File: config.mk
export PLATFORM = sky130hd
export DESIGN_NAME = itac_top
export DESIGN_NICKNAME = d
export VERILOG_FILES = /design/src/hdl/itac_pkg.sv /design/src/hdl/itac_decode.sv /design/src/hdl/itac_top.sv
export SDC_FILE = /design/constraint.sdc
export NUM_CORES = 1
export LEC_CHECK = 0
export ABC_AREA = 0
export BUFFER_PORTS_ARGS = -buffer_cell sky130_fd_sc_hd__buf_4
export CAP_MARGIN = 10
export CORE_ASPECT_RATIO = 0.75
export CORE_MARGIN = 2
export CORE_UTILIZATION = 57
export CTS_BUF_LIST = sky130_fd_sc_hd__clkbuf_2
export CTS_CLUSTER_SIZE = 10
export DETAILED_ROUTE_END_ITERATION = 10
export PLACE_DENSITY = 0.95
export SKIP_LAST_GASP = 1
export SLEW_MARGIN = 20
export SYNTH_ARGS = -nofsm -noshare
export SYNTH_HDL_FRONTEND = slang
export SYNTH_SLANG_ARGS = --single-unit
File: constraint.sdc
create_clock -name mclk_i -period 10.9 [get_ports mclk_i]
set_input_delay 2.18 -clock mclk_i [delete_from_list [all_inputs] [get_ports mclk_i]]
set_output_delay 2.18 -clock mclk_i [all_outputs]
set_load 0.005 [all_outputs]
File: src/hdl/itac_pkg.sv
// Package for the indirect table access controller.
// Assumes an 8-bit register port with 8-bit addresses and a single core clock.
package itac_pkg;

  // ==========================================================================
  // Register offsets
  localparam logic [7:0] ITAC_OFS_CTRL_HIGH   = 8'h6e;
  localparam logic [7:0] ITAC_OFS_TRIG_LOW    = 8'h6f;
  localparam logic [7:0] ITAC_OFS_DATA_FIRST  = 8'h70;
  localparam logic [7:0] ITAC_OFS_DATA_LAST   = 8'h78;
  localparam logic [7:0] ITAC_OFS_BYTE        = 8'ha0;

  // ==========================================================================
  // Field positions of the high control register
  localparam int ITAC_FUNC_MSB  = 7;
  localparam int ITAC_FUNC_LSB  = 5;
  localparam int ITAC_READ_BIT  = 4;
  localparam int ITAC_TSEL_MSB  = 3;
  localparam int ITAC_TSEL_LSB  = 2;
  localparam int ITAC_AHI_MSB   = 1;
  localparam int ITAC_AHI_LSB   = 0;

  // ==========================================================================
  // Reset values and data byte count
  localparam logic [7:0] ITAC_CTRL_RESET = 8'h00;
  localparam logic [7:0] ITAC_TRIG_RESET = 8'h00;
  localparam int         ITAC_DATA_BYTES = 9;

  // ==========================================================================
  // Function select codes
  localparam logic [2:0] ITAC_FUNC_TABLE = 3'h0;
  localparam logic [2:0] ITAC_FUNC_EEE   = 3'h1;
  localparam logic [2:0] ITAC_FUNC_ACL   = 3'h2;
  localparam logic [2:0] ITAC_FUNC_RSVD  = 3'h3;
  localparam logic [2:0] ITAC_FUNC_PME   = 3'h4;
  localparam logic [2:0] ITAC_FUNC_CABLE = 3'h5;

  // Port field codes
  localparam logic [3:0] ITAC_PORT_GLOBAL = 4'h0;
  localparam logic [3:0] ITAC_PORT_1      = 4'h1;
  localparam logic [3:0] ITAC_PORT_2      = 4'h2;
  localparam logic [3:0] ITAC_PORT_4      = 4'h5;
  localparam logic [3:0] ITAC_PORT_RSVD   = 4'h6;

  // Targets of a launched command
  typedef enum logic [3:0] {
    ITAC_TGT_STATIC,
    ITAC_TGT_VLAN,
    ITAC_TGT_DYNAMIC,
    ITAC_TGT_MIB,
    ITAC_TGT_EEE,
    ITAC_TGT_ACL,
    ITAC_TGT_PME,
    ITAC_TGT_CABLE,
    ITAC_TGT_NONE
  } itac_target_t;

endpackage : itac_pkg

File: src/hdl/itac_decode.sv
// Decoder of the high control register into target, address and port.
// Assumes a registered control byte on the same clock; purely combinational.
`timescale 1ns/10ps
module itac_decode (
  // Control byte
  input  wire logic [7:0]          ctrl_i,
  // Decoded command
  output itac_pkg::itac_target_t   target_o,
  output logic      [11:8]         addr_hi_o,
  output logic      [3:0]          port_o,
  output logic                     port_valid_o,
  output logic                     read_o
);

  logic [2:0] func;
  logic [1:0] tsel;

  assign func = ctrl_i[itac_pkg::ITAC_FUNC_MSB:itac_pkg::ITAC_FUNC_LSB];
  assign tsel = ctrl_i[itac_pkg::ITAC_TSEL_MSB:itac_pkg::ITAC_TSEL_LSB];

  // ==========================================================================
  // Direction and address bits
  // read when set
  assign read_o = ctrl_i[itac_pkg::ITAC_READ_BIT];
  assign addr_hi_o = (func == itac_pkg::ITAC_FUNC_TABLE) ? {2'h0, ctrl_i[1:0]} : ctrl_i[3:0];
  assign port_o    = ctrl_i[3:0];

  always_comb begin
    unique case (ctrl_i[3:0])
      itac_pkg::ITAC_PORT_GLOBAL,
      itac_pkg::ITAC_PORT_1,
      itac_pkg::ITAC_PORT_2,
      itac_pkg::ITAC_PORT_4: port_valid_o = (func != itac_pkg::ITAC_FUNC_TABLE);
      default:               port_valid_o = 1'b0;
    endcase
  end

  // ==========================================================================
  // Target selection by function code
  always_comb begin
    target_o = itac_pkg::ITAC_TGT_NONE;
    unique case (func)
      itac_pkg::ITAC_FUNC_TABLE: begin
        unique case (tsel)
          2'h0: target_o = itac_pkg::ITAC_TGT_STATIC;
          2'h1: target_o = itac_pkg::ITAC_TGT_VLAN;
          2'h2: target_o = itac_pkg::ITAC_TGT_DYNAMIC;
          2'h3: target_o = itac_pkg::ITAC_TGT_MIB;
        endcase
      end
      itac_pkg::ITAC_FUNC_EEE:   target_o = itac_pkg::ITAC_TGT_EEE;
      itac_pkg::ITAC_FUNC_ACL:   target_o = itac_pkg::ITAC_TGT_ACL;
      itac_pkg::ITAC_FUNC_PME:   target_o = itac_pkg::ITAC_TGT_PME;
      itac_pkg::ITAC_FUNC_CABLE: target_o = itac_pkg::ITAC_TGT_CABLE;
      default:                   target_o = itac_pkg::ITAC_TGT_NONE;
    endcase
  end

endmodule : itac_decode

File: src/hdl/itac_top.sv
// Indirect table access controller: two control registers that launch commands.
// Assumes an 8-bit register port on the core clock, and table logic that
// answers a launched command with a one-cycle done pulse.
`timescale 1ns/10ps
module itac_top (
  // Clock and reset
  input  wire logic                       mclk_i,
  input  wire logic                       reset_i,
  // Register port
  input  wire logic                       reg_wr_i,
  input  wire logic                       reg_rd_i,
  input  wire logic [7:0]                 reg_addr_i,
  input  wire logic [7:0]                 reg_wdata_i,
  output logic      [7:0]                 reg_rdata_o,
  // Command to table logic
  output logic                            cmd_start_o,
  output itac_pkg::itac_target_t          cmd_target_o,
  output logic                            cmd_read_o,
  output logic      [11:0]                cmd_addr_o,
  output logic      [3:0]                 cmd_port_o,
  output logic                            cmd_port_valid_o,
  output logic      [71:0]                cmd_wdata_o,
  output logic                            cmd_busy_o,
  // Answer from table logic
  input  wire logic                       cmd_done_i,
  input  wire logic [71:0]                cmd_rdata_i
);

  logic [7:0]              ctrl_q;
  logic [7:0]              trig_q;
  logic [71:0]             data_q;
  logic                    start_q;
  logic                    busy_q;
  itac_pkg::itac_target_t  tgt_d;
  itac_pkg::itac_target_t  tgt_q;
  logic [11:8]             ahi_d;
  logic [3:0]              port_d;
  logic                    pvalid_d;
  logic                    read_d;
  logic                    rd_q;
  logic                    pvalid_q;
  logic [11:0]             addr_q;
  logic [3:0]              port_q;

  // ==========================================================================
  // Data byte index of an offset, zero for the top byte
  function automatic logic [3:0] itac_byte_idx(input logic [7:0] ofs);
    logic [7:0] diff;
    diff = ofs - itac_pkg::ITAC_OFS_DATA_FIRST;
    itac_byte_idx = diff[3:0];
  endfunction : itac_byte_idx

  function automatic logic itac_is_data(input logic [7:0] ofs);
    itac_is_data = (ofs >= itac_pkg::ITAC_OFS_DATA_FIRST) && (ofs <= itac_pkg::ITAC_OFS_DATA_LAST);
  endfunction : itac_is_data

  // Lane of the payload word for an index
  function automatic logic [7:0] itac_lane(input logic [71:0] w, input logic [3:0] idx);
    logic [6:0] lo;
    lo = 7'(8 * (8 - 32'(idx)));
    itac_lane = w[lo +: 8];
  endfunction : itac_lane

  // ==========================================================================
  // Decoder of the control byte
  itac_decode u_decode (
    .ctrl_i       (ctrl_q),
    .target_o     (tgt_d),
    .addr_hi_o    (ahi_d),
    .port_o       (port_d),
    .port_valid_o (pvalid_d),
    .read_o       (read_d)
  );

  // ==========================================================================
  // Control register
  // control reset zero
  always_ff @(posedge mclk_i or posedge reset_i) begin
    if (reset_i) begin
      ctrl_q <= itac_pkg::ITAC_CTRL_RESET;
    end else if (reg_wr_i && reg_addr_i == itac_pkg::ITAC_OFS_CTRL_HIGH) begin
      ctrl_q <= reg_wdata_i;
    end
  end

  // Trigger register holds the low address byte
  always_ff @(posedge mclk_i or posedge reset_i) begin
    if (reset_i) begin
      trig_q <= itac_pkg::ITAC_TRIG_RESET;
    end else if (reg_wr_i && reg_addr_i == itac_pkg::ITAC_OFS_TRIG_LOW) begin
      trig_q <= reg_wdata_i;
    end
  end

  // ==========================================================================
  // Launch on trigger write, latched command fields
  // trigger write launches
  always_ff @(posedge mclk_i or posedge reset_i) begin
    if (reset_i) begin
      start_q  <= 1'b0;
      tgt_q    <= itac_pkg::ITAC_TGT_STATIC;
      rd_q     <= 1'b0;
      addr_q   <= 12'h000;
      port_q   <= 4'h0;
      pvalid_q <= 1'b0;
    end else begin
      start_q <= reg_wr_i && reg_addr_i == itac_pkg::ITAC_OFS_TRIG_LOW;
      if (reg_wr_i && reg_addr_i == itac_pkg::ITAC_OFS_TRIG_LOW) begin
        tgt_q    <= tgt_d;
        rd_q     <= read_d;
        addr_q   <= {ahi_d, reg_wdata_i};
        port_q   <= port_d;
        pvalid_q <= pvalid_d;
      end
    end
  end

  // Busy from launch until done
  always_ff @(posedge mclk_i or posedge reset_i) begin
    if (reset_i) begin
      busy_q <= 1'b0;
    end else if (start_q) begin
      busy_q <= 1'b1;
    end else if (cmd_done_i) begin
      busy_q <= 1'b0;
    end
  end

  // ==========================================================================
  // Payload word, byte register in the low lane
  // nine data bytes
  always_ff @(posedge mclk_i or posedge reset_i) begin
    if (reset_i) begin
      data_q <= 72'h00_0000_0000_0000_0000;
    end else if (busy_q && cmd_done_i && rd_q) begin
      data_q <= cmd_rdata_i;
    end else if (reg_wr_i && itac_is_data(reg_addr_i)) begin
      data_q[7'(8 * (8 - 32'(itac_byte_idx(reg_addr_i)))) +: 8] <= reg_wdata_i;
    end else if (reg_wr_i && reg_addr_i == itac_pkg::ITAC_OFS_BYTE) begin
      data_q[7:0] <= reg_wdata_i;
    end
  end

  // ==========================================================================
  // Read data, registered; unmapped offsets read zero
  always_ff @(posedge mclk_i or posedge reset_i) begin
    if (reset_i) begin
      reg_rdata_o <= 8'h00;
    end else if (reg_rd_i) begin
      if (reg_addr_i == itac_pkg::ITAC_OFS_CTRL_HIGH) begin
        reg_rdata_o <= ctrl_q;
      end else if (reg_addr_i == itac_pkg::ITAC_OFS_TRIG_LOW) begin
        reg_rdata_o <= trig_q;
      end else if (itac_is_data(reg_addr_i)) begin
        reg_rdata_o <= itac_lane(data_q, itac_byte_idx(reg_addr_i));
      end else if (reg_addr_i == itac_pkg::ITAC_OFS_BYTE) begin
        reg_rdata_o <= data_q[7:0];
      end else begin
        reg_rdata_o <= 8'h00;
      end
    end
  end

  // ==========================================================================
  // Outputs
  assign cmd_start_o      = start_q;
  assign cmd_target_o     = tgt_q;
  assign cmd_read_o       = rd_q;
  assign cmd_addr_o       = addr_q;
  assign cmd_port_o       = port_q;
  assign cmd_port_valid_o = pvalid_q;
  assign cmd_wdata_o      = data_q;
  assign cmd_busy_o       = busy_q;

  // ==========================================================================
  // Assertions
  AST_LAUNCH_ONE_CYCLE: assert property (@(posedge mclk_i) disable iff (reset_i)
    (reg_wr_i && reg_addr_i == itac_pkg::ITAC_OFS_TRIG_LOW) |=> cmd_start_o)
    else $error("Trigger write did not launch");

  AST_NO_SPURIOUS: assert property (@(posedge mclk_i) disable iff (reset_i)
    cmd_start_o |-> $past(reg_wr_i) && $past(reg_addr_i) == itac_pkg::ITAC_OFS_TRIG_LOW)
    else $error("Launch without trigger write");

  AST_DIRECTION: assert property (@(posedge mclk_i) disable iff (reset_i)
    cmd_start_o |-> cmd_read_o == $past(ctrl_q[4]))
    else $error("Direction does not follow bit four");

  AST_TABLE_SEL: assert property (@(posedge mclk_i) disable iff (reset_i)
    (cmd_start_o && $past(ctrl_q[7:5]) == 3'h0) |-> cmd_target_o == itac_pkg::itac_target_t'($past(ctrl_q[3:2])))
    else $error("Table select wrong");

  AST_TABLE_ADDR: assert property (@(posedge mclk_i) disable iff (reset_i)
    (cmd_start_o && $past(ctrl_q[7:5]) == 3'h0) |-> cmd_addr_o[11:10] == 2'h0)
    else $error("Table bits leaked into address");

  AST_HIGH_ADDR: assert property (@(posedge mclk_i) disable iff (reset_i)
    (cmd_start_o && $past(ctrl_q[7:5]) != 3'h0) |-> cmd_addr_o[11:8] == $past(ctrl_q[3:0]))
    else $error("High address bits wrong");

  AST_ADDR_98: assert property (@(posedge mclk_i) disable iff (reset_i)
    cmd_start_o |-> cmd_addr_o[9:8] == $past(ctrl_q[1:0]) && cmd_addr_o[7:0] == $past(reg_wdata_i))
    else $error("Address bits nine to zero wrong");

  AST_EEE: assert property (@(posedge mclk_i) disable iff (reset_i)
    (cmd_start_o && $past(ctrl_q[7:5]) == 3'h1) |-> cmd_target_o == itac_pkg::ITAC_TGT_EEE)
    else $error("Energy target wrong");

  AST_ACL: assert property (@(posedge mclk_i) disable iff (reset_i)
    (cmd_start_o && $past(ctrl_q[7:5]) == 3'h2) |-> cmd_target_o == itac_pkg::ITAC_TGT_ACL)
    else $error("Access list target wrong");

  AST_PME_CABLE: assert property (@(posedge mclk_i) disable iff (reset_i)
    (cmd_start_o && $past(ctrl_q[7:6]) == 2'h2) |->
      cmd_target_o == ($past(ctrl_q[5]) ? itac_pkg::ITAC_TGT_CABLE : itac_pkg::ITAC_TGT_PME))
    else $error("Power event or cable target wrong");

  AST_PORT_RSVD: assert property (@(posedge mclk_i) disable iff (reset_i)
    (cmd_start_o && cmd_port_o == itac_pkg::ITAC_PORT_RSVD) |-> !cmd_port_valid_o)
    else $error("Reserved port marked valid");

  AST_READ_FILL: assert property (@(posedge mclk_i) disable iff (reset_i)
    (busy_q && cmd_done_i && rd_q) |=> cmd_wdata_o == $past(cmd_rdata_i) && cmd_busy_o == $past(start_q))
    else $error("Read answer not stored");

endmodule : itac_top

==> After elaboration in Yosys (flattened, before gate mapping) <==
Index checks and enable logic that the tools add are counted.
{ "totals": {"elab_cells": 63, "ff_bits": 120, "inputBits": 93, "out_inout_bits": 104} }
{ "classes": {"muxes": 15, "n_eq_ne": 13, "reduce_logical": 15, "n_addsub": 3, "order_cmp": 2, "shift": 3} }
{ "op_table": {"columns": ["cell", "n"], "rows": [
  ["$bwmux W72", 1],
  ["$mux W72", 1],
  ["$shift A8 B9 Y72 const A", 1],
  ["$shiftx A72 B8 Y8", 1],
  ["$shiftx A8 B9 Y72", 1],
  ["$mux W64", 1],
  ["$mux W8", 6],
  ["$pmux W4 S5", 1],
  ["$eq A8 B7 Y1 const B", 2],
  ["$pmux W4 S4", 1],
  ["$neg A7 Y9", 1],
  ["$eq A8 B8 Y1 const B", 1],
  ["$ge A8 B7 Y1 const B", 1],
  ["$le A8 B7 Y1 const B", 1],
  ["$logic_and A1 B1 Y1", 7],
  ["$eq A3 B3 Y1 const B", 2],
  ["$reduce_bool A3 Y1", 2],
  ["$eq A2 B2 Y1 const B", 2],
  ["$eq A4 B1 Y1 const B", 1],
  ["$eq A4 B2 Y1 const B", 1],
  ["$eq A4 B3 Y1 const B", 1],
  ["$logic_not A4 Y1", 1],
  ["$mux W4", 1],
  ["$reduce_bool A2 Y1", 2],
  ["other kinds (9)", 11]
]} }

==> Longest topological paths before layout <==
{ "logic_depth": {"ltp_word": 7, "depth_mapped": 10, "mapped_depth_nobuf": 7} }

==> By module <==
A second synthesis with hierarchy kept.
{ "hier_totals": {"cells_unflattened": 535, "area_unflattened_um2": 6043.3} }
{ "by_module_without_submodules": {"columns": ["module", "area_per_inst_um2", "seq_area_each_um2", "cells_per_inst", "instances"], "rows": [
  ["itac_top", 5890.6, 2802.7, 515, 1],
  ["itac_decode", 152.6, 0.0, 20, 1]
]} }

==> Worst setup path after synthesis <==
OpenSTA, ideal clock, no wires.
{ "synth_timing": {"path_kind": "input-to-reg", "from": "input reg_addr_i[0]", "to": "register reg_rdata_o[1]", "t_required_ps": 10764, "cell_stages": 10, "setup_time_ps": 136, "path_slack_ps": 6633, "t_arrival_ps": 4131, "path_cell_list": "buf_4 > inv_2 > ha_1 > buf_6 > xor2_4 > buf_12 > mux4_2 > mux2_2 > nand2_1 > a31oi_1"} }
{ "synth_between": {"elab_chain_cells": 6} }
{ "synth_lines": {"columns": ["element", "line_no", "source"], "rows": [
  ["from (decl)", "itac_top.sv:12", "input wire logic [7:0] reg_addr_i,"],
  ["$sub A4 B1 Y4", "itac_top.sv:49", "diff = ofs - itac_pkg::ITAC_OFS_DATA_FIRST;"],
  ["$sub A4 B4 Y4", "itac_top.sv:60", "lo = 7'(8 * (8 - 32'(idx)));"],
  ["$shiftx A72 B8 Y8", "itac_top.sv:61", "itac_lane = w[lo +: 8];"],
  ["$mux W8", "itac_top.sv:154", "end else if (itac_is_data(reg_addr_i)) begin"],
  ["$mux W8", "itac_top.sv:152", "end else if (reg_addr_i == itac_pkg::ITAC_OFS_TRIG_LOW) begin"],
  ["$mux W8 (*)", "itac_top.sv:150", "if (reg_addr_i == itac_pkg::ITAC_OFS_CTRL_HIGH) begin"],
  ["to (signal assigned)", "itac_top.sv:151", "reg_rdata_o <= ctrl_q;"],
  ["to (signal assigned)", "itac_top.sv:153", "reg_rdata_o <= trig_q;"],
  ["to (signal assigned)", "itac_top.sv:155", "reg_rdata_o <= itac_lane(data_q, itac_byte_idx(reg_addr_i));"],
  ["to (decl)", "itac_top.sv:14", "output logic [7:0] reg_rdata_o,"]
]} }
Mark *: on every way between the ends. The rest lies on a longest branch, timed or not.
A chain may end at the register's enable or synchronous reset.

==> Final worst setup path <==
{ "layout_timing": {"from": "input reg_addr_i[0]", "to": "register reg_rdata_o[2]"} }
The elaborated chain is that of the path after synthesis.

==> out/metrics.csv <==
stage,metric,value,unit
status,status,"finished, violations left",
status,failing checks,design-rule violations,
route,drt wl/cell,23.5,µm
cts,CTS H-tree lvls,3,
synth,Simple-Gate Fraction of Synth Area,17.5,%
floorplan,die area,11200,µm²
global_routing,first-pass GRT wire length,31400,µm
layout,area growth from synthesis to layout,27.1,%
layout,Antenna diodes,0,
synth,area share of fa/ha/maj cells after synthesis,0.844,%
place,placed cells,855,
floorplan,Floorplan Core Area,10200,µm²
power,NetSw,0.203,mW
sta,fin crit share,39.6,%
cts,clk slew on worst S/H paths,0.27,ns
power,Lkg Pwr,3.97,nW
global_routing,largest net degree at the start of global routing,82,
synth,number of flops mapped to enable cells by yosys,0,
min_path,worst min path class,reg2reg,
power,maximum VDD drop,0.0611,mV
synth,ys async rst share,100,%
sta,max_slew headroom,34.9,%
place,Final Wtd Congestion,1.01,
setup_path,CP max FO,16,
route,Via density,6.71,
sta,Layout Skew,0.0331,ns
layout,NumNets Final,827,
synth,synthesized cell area,5930,µm²
synth,register area share after synthesis,46.4,%
layout,area of the multi-input gates,2890,µm²
synth,Seq cells post-synth,110,
sta,Least-Margin Pin Slew,0.973,ns
route,number of remaining DRC errors,1,
power,clock power share,27.7,%
route,number of DRC markers in iteration 0,895,
global_routing,met3 Use GR,8.31,%
synth,Synth Area in XOR/XNOR,0.760,%
synth,post-synthesis cell type count,58,
synth,largest area contributor in the netlist,dfrtp_1,
cts,CTS root buf,clkbuf_2,
route,remaining antenna violation count,0,
setup_path,nature of the critical path endpoint,flip-flop,
synth,"Avg Cell Area, Syn",10.7,µm²
route,drt pass-1 iters,11,
global_routing,grt ovf,0,
layout,fill cell count,703,
job,Max Cap Viol,0,
place,Port Buf Inserts,196,
synth,top cell type's share of synthesized area,46.4,%
floorplan,Initial Util,58.1,%
power,power per cell area,100,nW/µm²
sta,Fin Setup TNS,0,ns
synth,syn_nets,652,
floorplan,Die W,122,µm
global_routing,grt met1 use,53.8,%
synth,predominant post-synthesis flop cell,dfrtp_1,
floorplan,Die Y,92.3,µm
setup_path,crit path DAT,4.80,ns
setup_path,CP cell instances,buf_4 -> inv_2 -> ha_1 -> xor2_4 -> mux4_1 -> mux2_2 -> nand2_1 -> a31oi_1,
sta,fmax,232,MHz
sta,RSZ-0062 raised after global routing,no,
setup_path,Crit Path Class,in2reg,
synth,mux share of post-synthesis cell area,10.9,%
cts,# Post-CTS Setup Buffers,0,
global_routing,GRT Util Overall,37.0,%
power,Net Sw Frac,26.9,%
route,Vias,5835,
place,HPWL after DPL,15500,µm
synth,Post-synth top cells,"110 x dfrtp_1, 103 x nand2_1, 28 x a221o_1",
setup_path,Bufs and invs on worst path,2,
setup_path,max incr delay on CP,0.66,ns
layout,share of layout cells above drive strength 1,35.6,%
sta,endpoints failing setup,0,
synth,post-synthesis compound-gate area fraction,18.7,%
sta,final worst slack,6.59,ns
floorplan,I/O Pins,197,
sta,"Hold Vio Cnt, Final",0,
synth,synth top area cells,"dfrtp_1 46%, nand2_1 6.5%, a221o_1 4.7%",
global_routing,vias in the first global route,5565,
synth,Synth warnings,0,
cts,cts bufs inserted,9,
layout,Final Core Density,73.8,%
cts,clock sink count,110,
power,Power Total,0.754,mW
cts,Clock Latency Late Sink,0.62,ns
power,sequential share of power,57.3,%
route,Routed WL,20500,µm
cts,cts repair resizes,0,
cts,CTS tree,done,
power,cell internal pwr,0.551,mW
sta,min Tclk post-route,4.31,ns
synth,largest family of logic cells by synthesized area,compound AO/OA/AOI/OAI gates,
cts,Longest Clk Path Bufs,2,
setup_path,CP max stage cell,mux4_1,
setup_path,worst endpoint required time,11.39,ns
layout,"non-filler cells, final",870,
synth,most frequent cell after synthesis,dfrtp_1,
global_routing,antenna violations before repair,0,
global_routing,Top Usage Layer GRT,met2,
power,logic gate share of total power,15.0,%
cts,post-cts hold buffer count,0,
place,worst slack at placement,5.93,ns
setup_path,element type at the critical path start,primary input,
setup_path,Top Family by Delay on Critical Path,multiplexers,
synth,Synth Instances,555,
global_routing,met2 Use GR,55.9,%
sta,count of final max-slew check failures,0,
floorplan,Site Rows,32,
layout,sequential cell area,2750,µm²
## final cells by class
cell class	instances	share of cell area (%)
clock inverter	4	0.963
sequential	110	36.5
timing repair buffer	199	19.8
clock buffer	11	0.731
multi-input combinational	384	38.3
inverter	26	1.33
tap	136	2.26
## flip-flops by register name, summed over array words and instances, names as in the netlist
name	cells
cmd_target_o	4
cmd_port_valid_o	1
cmd_busy_o	1
cmd_read_o	1
cmd_start_o	1
trig_q	7
cmd_addr_o	5
cmd_port_o	2
ctrl_q	8
reg_rdata_o	8
cmd_wdata_o	72
## path summary, 6_finish.rpt
kind                                              from                           to  slack [ns]  cells past startpoint
worst max-delay path                     reg_addr_i[0]   reg_rdata_o[2]$_DFFE_PP0P_        6.59                      8
min in group asynchronous                      reset_i  cmd_wdata_o[31]$_DFFE_PP0P_        1.60                      2
worst min register to register   cmd_start_o$_DFF_PP0_       cmd_busy_o$_DFFE_PP0P_        0.52                      1
worst max register to register  cmd_busy_o$_DFFE_PP0P_  cmd_wdata_o[43]$_DFFE_PP0P_        8.16                      5
max in group asynchronous                      reset_i   reg_rdata_o[1]$_DFFE_PP0P_        8.08                      3
worst min-delay path             cmd_start_o$_DFF_PP0_       cmd_busy_o$_DFFE_PP0P_        0.52                      1
## layout by cell type, fill, tap and decap left out, drive strengths merged, types with 16 or more instances in the layout
cell type	instances
a221o	28
nand3	21
mux2	23
and2	16
inv	25
mux4	16
dfrtp	110
a222oi	18
buf	199
nand2	103
a21o	18
## metrics by stage
step / area, µm² / hold slack, ns
after floorplan: 5930 / 0.446
after global placement: 7410 / 0.453
after detailed placement: 7410 / 0.459
after CTS: 7530 / 0.524
after global routing: 7530 / 0.554
final: 7530 / 0.518
## power groups by stage
stage	sequential, mW	clock [mW]	combinational, mW
3_3_place_gp	0.437	0	0.107
4_1_cts	0.431	0.207	0.111
2_1_floorplan	0.434	0	0.0542
5_1_grt	0.433	0.221	0.121
3_5_place_dp	0.438	0	0.111
6_report	0.432	0.209	0.113
## logic make-up (layout without fill, tap and decap cells)
group                      Yosys count  count (layout)
and+or+nand+nor                    206             206
AOI/OAI and AO/OA                  131             131
DFF                                110             110
buffers and inverters               61             240
muxes                               40              40
adders and majority gates            4               4
xor gates and xnor gates             3               3
## layer usage
| metal | up-vias | routed length [µm] |
|---|---|---|
| met5 | - | 0 |
| met4 | 0 | 564 |
| met3 | 65 | 3000 |
| met2 | 533 | 9250 |
| met1 | 2810 | 7660 |
| li1 | 2427 | - |
(Power assumes the default switching activity.)
